<file path="config.mk">
export PLATFORM = sky130hd
export DESIGN_NAME = tpw_timer
export DESIGN_NICKNAME = d
export VERILOG_FILES = /design/src/hdl/tpw_pkg.sv /design/src/hdl/tpw_timer.sv
export VERILOG_INCLUDE_DIRS = /design/src /design/src/hdl
export SDC_FILE = /design/constraint.sdc
export NUM_CORES = 1
export LEC_CHECK = 0
export BUFFER_PORTS_ARGS = -buffer_cell sky130_fd_sc_hd__buf_4
export CORE_ASPECT_RATIO = 0.8
export CORE_UTILIZATION = 45
export CTS_BUF_LIST = sky130_fd_sc_hd__clkbuf_8
export DETAILED_ROUTE_END_ITERATION = 12
export GPL_TIMING_DRIVEN = 0
export PLACE_DENSITY = 0.66
export SLEW_MARGIN = 0
export SYNTH_ARGS = -nofsm -noshare
export SYNTH_HDL_FRONTEND = slang
export SYNTH_SLANG_ARGS = --single-unit
export TNS_END_PERCENT = 20
</file>
<file path="constraint.sdc">
create_clock -name aclk -period 4.2 [get_ports aclk]
set_input_delay 0.21 -clock aclk [delete_from_list [all_inputs] [get_ports aclk]]
set_output_delay 0.21 -clock aclk [all_outputs]
set_load 0.01 [all_outputs]
</file>
<file path="src/hdl/tpw_cfg.svh">
// Purpose: offsets, reset values and counts of the timer pwm block
// Assumes: 32-bit axi4-lite register bus, one word per register
// Notes:   definitions only
`ifndef TPW_CFG_SVH
`define TPW_CFG_SVH

`define TPW_AW            8
`define TPW_OFF_CTRL1     8'h00
`define TPW_OFF_CTRL2     8'h04
`define TPW_OFF_STATUS    8'h08
`define TPW_OFF_CAP_A     8'h0C
`define TPW_OFF_CAP_B     8'h10
`define TPW_OFF_PULSE_CMP 8'h14
`define TPW_OFF_PERIOD_CMP 8'h18
`define TPW_OFF_COUNT     8'h1C
`define TPW_OFF_ALT_COUNT 8'h20

`define TPW_STATUS_LSB    3
`define TPW_COUNT_RELOAD  16'hFFFC
`define TPW_CMP_RESET     16'h8000
`define TPW_CTRL_RESET    8'h00

`define TPW_DIV2_LAST     3'h1
`define TPW_DIV4_LAST     3'h3
`define TPW_DIV8_LAST     3'h7

`define TPW_RESP_OKAY     2'h0
`define TPW_RESP_SLVERR   2'h2

`endif

</file>
<file path="src/hdl/tpw_pkg.sv">
// Purpose: types of the timer pwm block
// Assumes: field layouts match the control and status words
// Notes:   the top bit of each struct is bit 7 of its register
package tpw_pkg;

	typedef enum logic [1:0] {
		TPW_TICK_DIV4,
		TPW_TICK_DIV2,
		TPW_TICK_DIV8,
		TPW_TICK_EXT
	} tpw_tick_t;

	typedef struct packed {
		logic       capture_irq_enable;
		logic       match_irq_enable;
		logic       overflow_irq_enable;
		logic [1:0] unused;
		logic       second_level_bit;
		logic       edge_a_rising;
		logic       first_level_bit;
	} tpw_ctrl1_t;

	typedef struct packed {
		logic       wave_pin_enable;
		logic       unused;
		logic       single_pulse_mode_bit;
		logic       pwm_mode_bit;
		tpw_tick_t  tick_select;
		logic       edge_b_rising;
		logic       ext_edge_rising;
	} tpw_ctrl2_t;

	typedef struct packed {
		logic capture_a_flag;
		logic capture_b_flag;
		logic overflow_flag;
		logic match_a_flag;
		logic match_b_flag;
	} tpw_flags_t;

endpackage

</file>
<file path="src/hdl/tpw_timer.sv">
// Purpose: 16-bit free-running timer with pwm mode, event flags and one shared request
// Assumes: all pin inputs synchronous to aclk; halt_mode driven by the power controller
// Notes:   registers reached over axi4-lite; one-pulse detail not implemented
// Function
// - pwm output cycles; period from period compare, edge from pulse compare
// - in pwm both compares double buffered, loaded at period match
// - in pwm a period match reloads the counter with FFFCh
// - pin takes first level on pulse match, second level on period match
// - first=1, second=0 gives high pulse of period minus pulse compare
// - equal level bits give a constant pin level
// - period is compare plus five ticks; prescaler divides by 2, 4 or 8
// - high byte write suspends compare until low byte is written
// - pwm never sets either compare-match flag
// - pwm sets capture a flag at period match
// - pwm disconnects capture a pin; capture b still works
// - pwm and single pulse bits both set means pwm only
// - wait mode leaves timer running; enabled request wakes from wait
// - one shared request gated by three enables; never wakes from halt
// - three control/status registers and six 16-bit data registers
// - tick select 00 div4, 01 div2, 10 div8, 11 external clock
// - pin enable only routes output; compare keeps running otherwise
//
// Added by the designer: the AXI4-Lite interface to the registers and the register addresses.
`include "tpw_cfg.svh"
`timescale 1ns/1ps
`default_nettype none

module tpw_timer #(
	parameter int CW = 16
) (
	// clock and reset
	input  wire logic                  aclk,
	input  wire logic                  aresetn,
	// axi4-lite write
	input  wire logic [`TPW_AW-1:0]    awaddr,
	input  wire logic [2:0]            awprot,
	input  wire logic                  awvalid,
	output logic                       awready,
	input  wire logic [31:0]           wdata,
	input  wire logic [3:0]            wstrb,
	input  wire logic                  wvalid,
	output logic                       wready,
	output logic [1:0]                 bresp,
	output logic                       bvalid,
	input  wire logic                  bready,
	// axi4-lite read
	input  wire logic [`TPW_AW-1:0]    araddr,
	input  wire logic [2:0]            arprot,
	input  wire logic                  arvalid,
	output logic                       arready,
	output logic [31:0]                rdata,
	output logic [1:0]                 rresp,
	output logic                       rvalid,
	input  wire logic                  rready,
	// timer pins
	input  wire logic                  ext_clk_in,
	input  wire logic                  capture_a_pin,
	input  wire logic                  capture_b_pin,
	output logic                       wave_out_pin,
	output logic                       wave_out_oe_n,
	// power and interrupt
	input  wire logic                  halt_mode,
	output logic                       timer_irq,
	output logic                       wait_wake
);

	// register state
	tpw_pkg::tpw_ctrl1_t ctrl1, next_ctrl1;
	tpw_pkg::tpw_ctrl2_t ctrl2, next_ctrl2;
	tpw_pkg::tpw_flags_t flags, next_flags;
	logic [CW-1:0]       count, next_count;
	logic [CW-1:0]       cap_a, next_cap_a;
	logic [CW-1:0]       cap_b, next_cap_b;
	logic [CW-1:0]       cmp_sh [2];
	logic [CW-1:0]       next_cmp_sh [2];
	logic [CW-1:0]       cmp_act [2];
	logic [CW-1:0]       next_cmp_act [2];
	logic [1:0]          inhibit, next_inhibit;
	logic [2:0]          div_cnt, next_div_cnt;
	logic                wave, next_wave;
	logic                ext_prev, cap_a_prev, cap_b_prev, halt_prev;
	logic [1:0]          armed, next_armed;

	// bus state
	logic                next_bvalid, next_rvalid;
	logic [1:0]          next_bresp, next_rresp;
	logic [31:0]         next_rdata;

	// decoded events
	logic                wr_take, rd_take, pwm_on, tick, cmp_idx;
	logic                edge_a, edge_b, ext_edge;
	logic [2:0]          div_last;

	assign wr_take = awvalid && wvalid && !bvalid;
	assign rd_take = arvalid && !rvalid;
	assign awready = wr_take;
	assign wready  = wr_take;
	assign arready = rd_take;
	assign cmp_idx = (awaddr == `TPW_OFF_PERIOD_CMP);

	// pwm wins over single pulse, which then has no effect
	assign pwm_on = ctrl2.pwm_mode_bit;

	assign ext_edge = ctrl2.ext_edge_rising ? (ext_clk_in && !ext_prev) : (!ext_clk_in && ext_prev);
	assign edge_a   = ctrl1.edge_a_rising ? (capture_a_pin && !cap_a_prev)
	                                      : (!capture_a_pin && cap_a_prev);
	assign edge_b   = ctrl2.edge_b_rising ? (capture_b_pin && !cap_b_prev)
	                                      : (!capture_b_pin && cap_b_prev);

	always_comb
	begin
		unique case (ctrl2.tick_select)
			tpw_pkg::TPW_TICK_DIV4: div_last = `TPW_DIV4_LAST;
			tpw_pkg::TPW_TICK_DIV2: div_last = `TPW_DIV2_LAST;
			tpw_pkg::TPW_TICK_DIV8: div_last = `TPW_DIV8_LAST;
			tpw_pkg::TPW_TICK_EXT:  div_last = `TPW_DIV8_LAST;
		endcase
	end

	// halt stops every tick, so the count and the wave hold while halted
	assign tick = !halt_mode && ((ctrl2.tick_select == tpw_pkg::TPW_TICK_EXT) ? ext_edge
	                                                         : (div_cnt == div_last));

	// one level request; the cpu applies its own global mask
	assign timer_irq = (flags.capture_a_flag || flags.capture_b_flag) && ctrl1.capture_irq_enable
	                || (flags.match_a_flag || flags.match_b_flag) && ctrl1.match_irq_enable
	                || flags.overflow_flag && ctrl1.overflow_irq_enable;
	// the request reaches the wake logic only outside halt
	assign wait_wake = timer_irq && !halt_mode;

	assign wave_out_pin  = wave;
	// pin enable only routes the wave out; compares run regardless
	assign wave_out_oe_n = !ctrl2.wave_pin_enable;

	// timer and register next state
	always_comb
	begin
		tpw_pkg::tpw_flags_t set_f, clr_f;
		set_f        = '0;
		clr_f        = '0;
		next_ctrl1   = ctrl1;
		next_ctrl2   = ctrl2;
		next_count   = count;
		next_cap_a   = cap_a;
		next_cap_b   = cap_b;
		next_cmp_sh  = cmp_sh;
		next_cmp_act = cmp_act;
		next_inhibit = inhibit;
		next_wave    = wave;
		next_armed   = armed;
		next_div_cnt = div_cnt;

		if (wr_take)
		begin
			unique case (awaddr)
				`TPW_OFF_CTRL1: if (wstrb[0]) next_ctrl1 = wdata[7:0];
				`TPW_OFF_CTRL2: if (wstrb[0]) next_ctrl2 = wdata[7:0];
				`TPW_OFF_STATUS: if (wstrb[0]) clr_f = wdata[`TPW_STATUS_LSB +: 5];
				`TPW_OFF_PULSE_CMP, `TPW_OFF_PERIOD_CMP:
				begin
					if (wstrb[1])
					begin
						next_cmp_sh[cmp_idx][15:8] = wdata[15:8];
						next_inhibit[cmp_idx]      = 1'b1;
					end
					if (wstrb[0])
					begin
						next_cmp_sh[cmp_idx][7:0] = wdata[7:0];
						next_inhibit[cmp_idx]     = 1'b0;
						if (cmp_idx)
							clr_f.match_b_flag = 1'b1;
						else
							clr_f.match_a_flag = 1'b1;
					end
				end
				default: ;
			endcase
		end

		if (!halt_mode)
			next_div_cnt = (div_cnt == div_last) ? 3'h0 : div_cnt + 3'h1;

		if (tick)
		begin
			next_count = count + 16'h0001;
			if (count == 16'hFFFF)
				set_f.overflow_flag = 1'b1;
			if (pwm_on)
			begin
				if (!inhibit[1] && count == cmp_act[1])
				begin
					// period end: restart, second level, load buffered compares
					next_count           = `TPW_COUNT_RELOAD;
					next_wave            = ctrl1.second_level_bit;
					set_f.capture_a_flag = 1'b1;
					next_cmp_act         = next_cmp_sh;
				end
				else if (!inhibit[0] && count == cmp_act[0])
					next_wave = ctrl1.first_level_bit;
				// no match flag is raised while pwm runs
			end
			else
			begin
				if (!inhibit[0] && count == cmp_act[0])
				begin
					set_f.match_a_flag = 1'b1;
					next_wave          = ctrl1.first_level_bit;
				end
				if (!inhibit[1] && count == cmp_act[1])
					set_f.match_b_flag = 1'b1;
			end
		end

		// outside pwm the compare acts on the written value at once
		if (!pwm_on)
			next_cmp_act = next_cmp_sh;

		if (halt_mode)
		begin
			// edges during halt only arm the capture
			if (edge_a && !pwm_on)
				next_armed[0] = 1'b1;
			if (edge_b)
				next_armed[1] = 1'b1;
		end
		else
		begin
			if ((edge_a && !pwm_on) || (halt_prev && armed[0]))
			begin
				next_cap_a           = count;
				set_f.capture_a_flag = 1'b1;
			end
			if (edge_b || (halt_prev && armed[1]))
			begin
				next_cap_b           = count;
				set_f.capture_b_flag = 1'b1;
			end
			next_armed = 2'h0;
		end

		// a hardware set beats a clear in the same cycle
		next_flags = (flags & ~clr_f) | set_f;
		if (halt_mode)
			next_flags = flags;
	end

	// bus answer next state
	always_comb
	begin
		next_bvalid = bvalid && !bready;
		next_bresp  = bresp;
		next_rvalid = rvalid && !rready;
		next_rresp  = rresp;
		next_rdata  = rdata;
		if (wr_take)
		begin
			next_bvalid = 1'b1;
			unique case (awaddr)
				`TPW_OFF_CTRL1, `TPW_OFF_CTRL2, `TPW_OFF_STATUS,
				`TPW_OFF_PULSE_CMP, `TPW_OFF_PERIOD_CMP: next_bresp = `TPW_RESP_OKAY;
				default: next_bresp = `TPW_RESP_SLVERR;
			endcase
		end
		if (rd_take)
		begin
			next_rvalid = 1'b1;
			next_rresp  = `TPW_RESP_OKAY;
			next_rdata  = 32'h0000_0000;
			unique case (araddr)
				`TPW_OFF_CTRL1:      next_rdata[7:0] = ctrl1;
				`TPW_OFF_CTRL2:      next_rdata[7:0] = ctrl2;
				`TPW_OFF_STATUS:     next_rdata[`TPW_STATUS_LSB +: 5] = flags;
				`TPW_OFF_CAP_A:      next_rdata[15:0] = cap_a;
				`TPW_OFF_CAP_B:      next_rdata[15:0] = cap_b;
				`TPW_OFF_PULSE_CMP:  next_rdata[15:0] = cmp_sh[0];
				`TPW_OFF_PERIOD_CMP: next_rdata[15:0] = cmp_sh[1];
				`TPW_OFF_COUNT, `TPW_OFF_ALT_COUNT: next_rdata[15:0] = count;
				default:             next_rresp = `TPW_RESP_SLVERR;
			endcase
		end
	end

	always_ff @(posedge aclk)
	begin
		if (!aresetn)
		begin
			ctrl1      <= `TPW_CTRL_RESET;
			ctrl2      <= `TPW_CTRL_RESET;
			flags      <= '0;
			count      <= `TPW_COUNT_RELOAD;
			cap_a      <= 16'h0000;
			cap_b      <= 16'h0000;
			cmp_sh     <= '{`TPW_CMP_RESET, `TPW_CMP_RESET};
			cmp_act    <= '{`TPW_CMP_RESET, `TPW_CMP_RESET};
			inhibit    <= 2'h0;
			div_cnt    <= 3'h0;
			wave       <= 1'b0;
			armed      <= 2'h0;
			ext_prev   <= 1'b0;
			cap_a_prev <= 1'b0;
			cap_b_prev <= 1'b0;
			halt_prev  <= 1'b0;
			bvalid     <= 1'b0;
			bresp      <= `TPW_RESP_OKAY;
			rvalid     <= 1'b0;
			rresp      <= `TPW_RESP_OKAY;
			rdata      <= 32'h0000_0000;
		end
		else
		begin
			ctrl1      <= next_ctrl1;
			ctrl2      <= next_ctrl2;
			flags      <= next_flags;
			count      <= next_count;
			cap_a      <= next_cap_a;
			cap_b      <= next_cap_b;
			cmp_sh     <= next_cmp_sh;
			cmp_act    <= next_cmp_act;
			inhibit    <= next_inhibit;
			div_cnt    <= next_div_cnt;
			wave       <= next_wave;
			armed      <= next_armed;
			ext_prev   <= ext_clk_in;
			cap_a_prev <= capture_a_pin;
			cap_b_prev <= capture_b_pin;
			halt_prev  <= halt_mode;
			bvalid     <= next_bvalid;
			bresp      <= next_bresp;
			rvalid     <= next_rvalid;
			rresp      <= next_rresp;
			rdata      <= next_rdata;
		end
	end

endmodule // tpw_timer

`default_nettype wire

</file>
==> results.md <==
* Fill cells at between 1,500 and 2,000
* Initial Util at between 40% and 50%
* Seq/Total Area, Yosys at 42.04%
* P&R area growth vs syn at 16.45%
* Post-synth ARST share at 0%
* Post-Syn Area at ~0.0079 mm²
* Peak VDD IR at about 0.00021 V
* Fin crit period at between 2 and 3 ns
* CORE AREA at ~0.017 mm²
* DRC Markers at 0
* Top cell type's share of synthesized area at between 40 and 50%
* CTS tree: yes
* Max Cap Violations at 0
* CTS Hold Bufs at 5
* Sw Share at around 26%
* Synth area leaders: dfxtp_1 (42%), mux2i_1 (11%), nor2b_1 (6.8%)
* Worst path max stage delay at 0.58 ns
* # setup viols final at 0
* Top-level port count at around 110
* Post-CTS sizing at 0
* Crit-path slowest cell: clkbuf_1
* Mapped Cells at ~840
* Rel. slew slack at 24.18%
* Critical Path RT at 4.63 ns
* DPL Wire Length at 16.95 mm
* Overall power at around 3 mW
* Global Route Usage Sum at 26.04%
* Drt first pass iters at 5
* Worst R2R Path Depth at 7
* Latest clock arrival within the worst-skew pair at about 0.48 ns
* Crit path top cell by count: nand4_1
* Final hold violations at 0
* Clk root buf: clkbuf_8
* Synth cell types at 70
* RSZ-0062 raised after global routing: no
* Via Count at between 6,000 and 7,000
* Nets at around 1,000
* Worst r2r dst: flags[2]
* PortBufs at 68
* Maximum fanout along the worst path at 10
* Clk_skew at 0.01234 ns
* P_leak at approximately 3.4 nW
* Commonest register cell after synthesis: dfxtp_1
* CTS Buf Count at 17
* First-pass GRT wire length at between 30 and 40 mm
* ANT nets after route at 0
* Wirelength per Cell at about 19 µm
* Net Switching at around 780 µW
* Clock H-tree levels at 4
* Family with the most delay on the worst path: simple AND/OR/NAND/NOR gates
* Share of cells above drive strength 1 at between 10% and 20%
* Number of antenna violations at the first check in global routing at 0
* Number of enable flip-flop cells after synthesis at 0
* Combinational power share at about 8%
* Setup TNS Final at 0 ns
* Outcome: finished clean
* Sequential power share at 53.2%
* Site Rows at 42
* Critical Path AT at about 3.4 ns
* Chip width at between 100 and 150 µm
* Gr ovfl total at 0
* Final slew viol count at 0
* Setup Crit Path Kind: reg -> reg
* Vias per std cell at ~5.4
* Die height at roughly 120 µm
* Vias in the first global route at between 6,000 and 7,000
* Die area at around 0.018 mm²
* Clock Power Share at about two fifths
* Crit. End Element: register
* Yosys top cell by area: dfxtp_1
* RePlAce Congestion at around 0.90
* CTS clk-pin slew, worst paths at ~0.090 ns
* Pwr Density at between 300 and 400 mW/mm²
* R2R setup slack at about 1.2 ns
* Yosys reg bits at between 150 and 200
* Cell Int Power at 2.232 mW
* Clk buf depth at 2
* Initial drt markers at ~560
* Mean cell area of the mapped netlist at 9.342 µm²
* Yosys warning count at 0
* Fin crit share at 70.34%
* Critical-path cell list: clkbuf_1, nand4_1, nor4_1, and3_1, nand4_1, nor3_1, o21a_1
* Hold WC Path Type: in -> reg
* Worst Tran Pin Value at between 1 and 1.5 ns
* Hold path cells at 3
* Fmax at ~340 MHz
* Reg-to-reg startpoint: count[3]
* Worst Hold Endpoint: bvalid
* Largest net degree at the start of global routing at 17
* Worst path bufs/invs at 1
* Antenna Cells at 0
* Total Routed Length at 22.55 mm
* HP Start: bready
* Critical path startpoint category: register
* Clock sinks at approximately 170
* Setup Buffers After CTS at 0
-- per-layer routing --
metal | vias up | global-route usage (%) | share of wire, %
met5 | - | 0 | 0
met4 | 0 | 6.818 | 1.5
met3 | 28 | 8.000 | 8.1
met2 | 220 | 37.73 | 42
met1 | 3050 | 37.17 | 49
li1 | 3104 | - | -
-- how the worst max path moves through the flow --
| stage | end | depth (start not counted) | start |
|---|---|---|---|
| after global routing | flags[2] | 7 | count[3] |
| after global placement | flags[2] | 7 | count[3] |
| after detailed placement | flags[2] | 7 | count[3] |
| final | flags[2] | 7 | count[3] |
| after floorplan | cmp_act[18] | 9 | count[12] |
| after CTS | flags[2] | 7 | count[3] |
-- cell usage after synthesis (all sizes together), types with 9 or more instances --
cell and n:
a221oi 10, dfxtp 165, nand3 20, clkbuf 43, buf 41, mux2 15, xor2 11, nor2 22
nor3 10, o21ai 48, a31oi 13, nand2 94, nand4 12, and2 10, nor2b 86, mux2i 84
inv 9, a21oi 21, xnor2 34
-- state kept, by name (all words and copies together) (netlist names), 2 cells and up --
signal   flops
inhibit      2
cap_a       16
cmp_sh      32
count       16
armed        2
rdata       16
ctrl1        8
div_cnt      3
ctrl2        7
flags        5
cmp_act     32
cap_b       16
-- final cells by class --
type	count	area (µm²)	area share, %
multi-input combinational	599	4123	45.06
sequential	165	3303	36.11
timing repair buffer	73	560.5	6.127
buffer	84	456.7	4.992
tap	220	275.3	3.009
clock buffer	17	234.0	2.557
clock inverter	15	158.9	1.737
inverter	10	37.54	0.4103
-- cell usage in the layout, fill, tap and decap left out, drive strengths merged, types with 4 or more instances in the layout --
cell type    count
a211oi           7
a21boi           6
a21o             8
a21oi           21
a221oi          10
a31oi           13
and2            10
and3             5
buf            109
clkbuf          60
clkinv           7
clkinvlp         4
conb            18
dfxtp          165
dlygate4sd3      5
inv             12
mux2            15
mux2i           84
mux4             4
nand2           94
nand3           20
nand4           12
nor2            22
nor2b           86
nor3            10
nor3b            7
nor4             4
nor4b            4
o21ai           48
xnor2           34
xor2            11
-- metrics by stage --
stage / hold WS (ns) / setup WS (ns) / cell area (µm²) / utilization [%] / instances
final: 0.009920 / 1.246 / 9149 / 54.40 / 1183
after global routing: 0.01060 / 1.026 / 9149 / 54.40 / 1183
after CTS: 0.0003999 / 1.311 / 9149 / 54.40 / 1183
after detailed placement: 0.4385 / 1.328 / 8706 / 51.77 / 1146
after global placement: 0.4331 / 1.293 / 8706 / 51.77 / 1146
after floorplan: 0.3317 / 2.156 / 7920 / - / 858
-- power by group through the flow --
| stage | clock, mW | combinational, mW | sequential [mW] |
|---|---|---|---|
| after floorplan | 0 | 0.134 | 1.64 |
| after global placement | 0 | 0.234 | 1.64 |
| after detailed placement | 0 | 0.235 | 1.64 |
| after CTS | 1.17 | 0.240 | 1.60 |
| after global routing | 1.24 | 0.261 | 1.61 |
| final | 1.17 | 0.243 | 1.60 |
-- kinds of logic after synthesis --
logic type	after synthesis	synth area share, %
AND/OR/NAND/NOR	289	20.13
other	1	0.04773
XOR/XNOR	45	5.017
AO/OA/AOI/OAI	142	12.15
flip-flops	165	42.04
adder cells (fa/ha/maj)	2	0.3185
multiplexers	103	14.00
buffers and inverters	94	6.291
-- tightest hold or removal path, delay by kind of cell --
kind,cells,cell delay (ns)
and+or+nand+nor,1,0.08
buffers and inverters,1,0.07
AOI/OAI and AO/OA,1,0.07
Power figures use the tool's default switching activity.
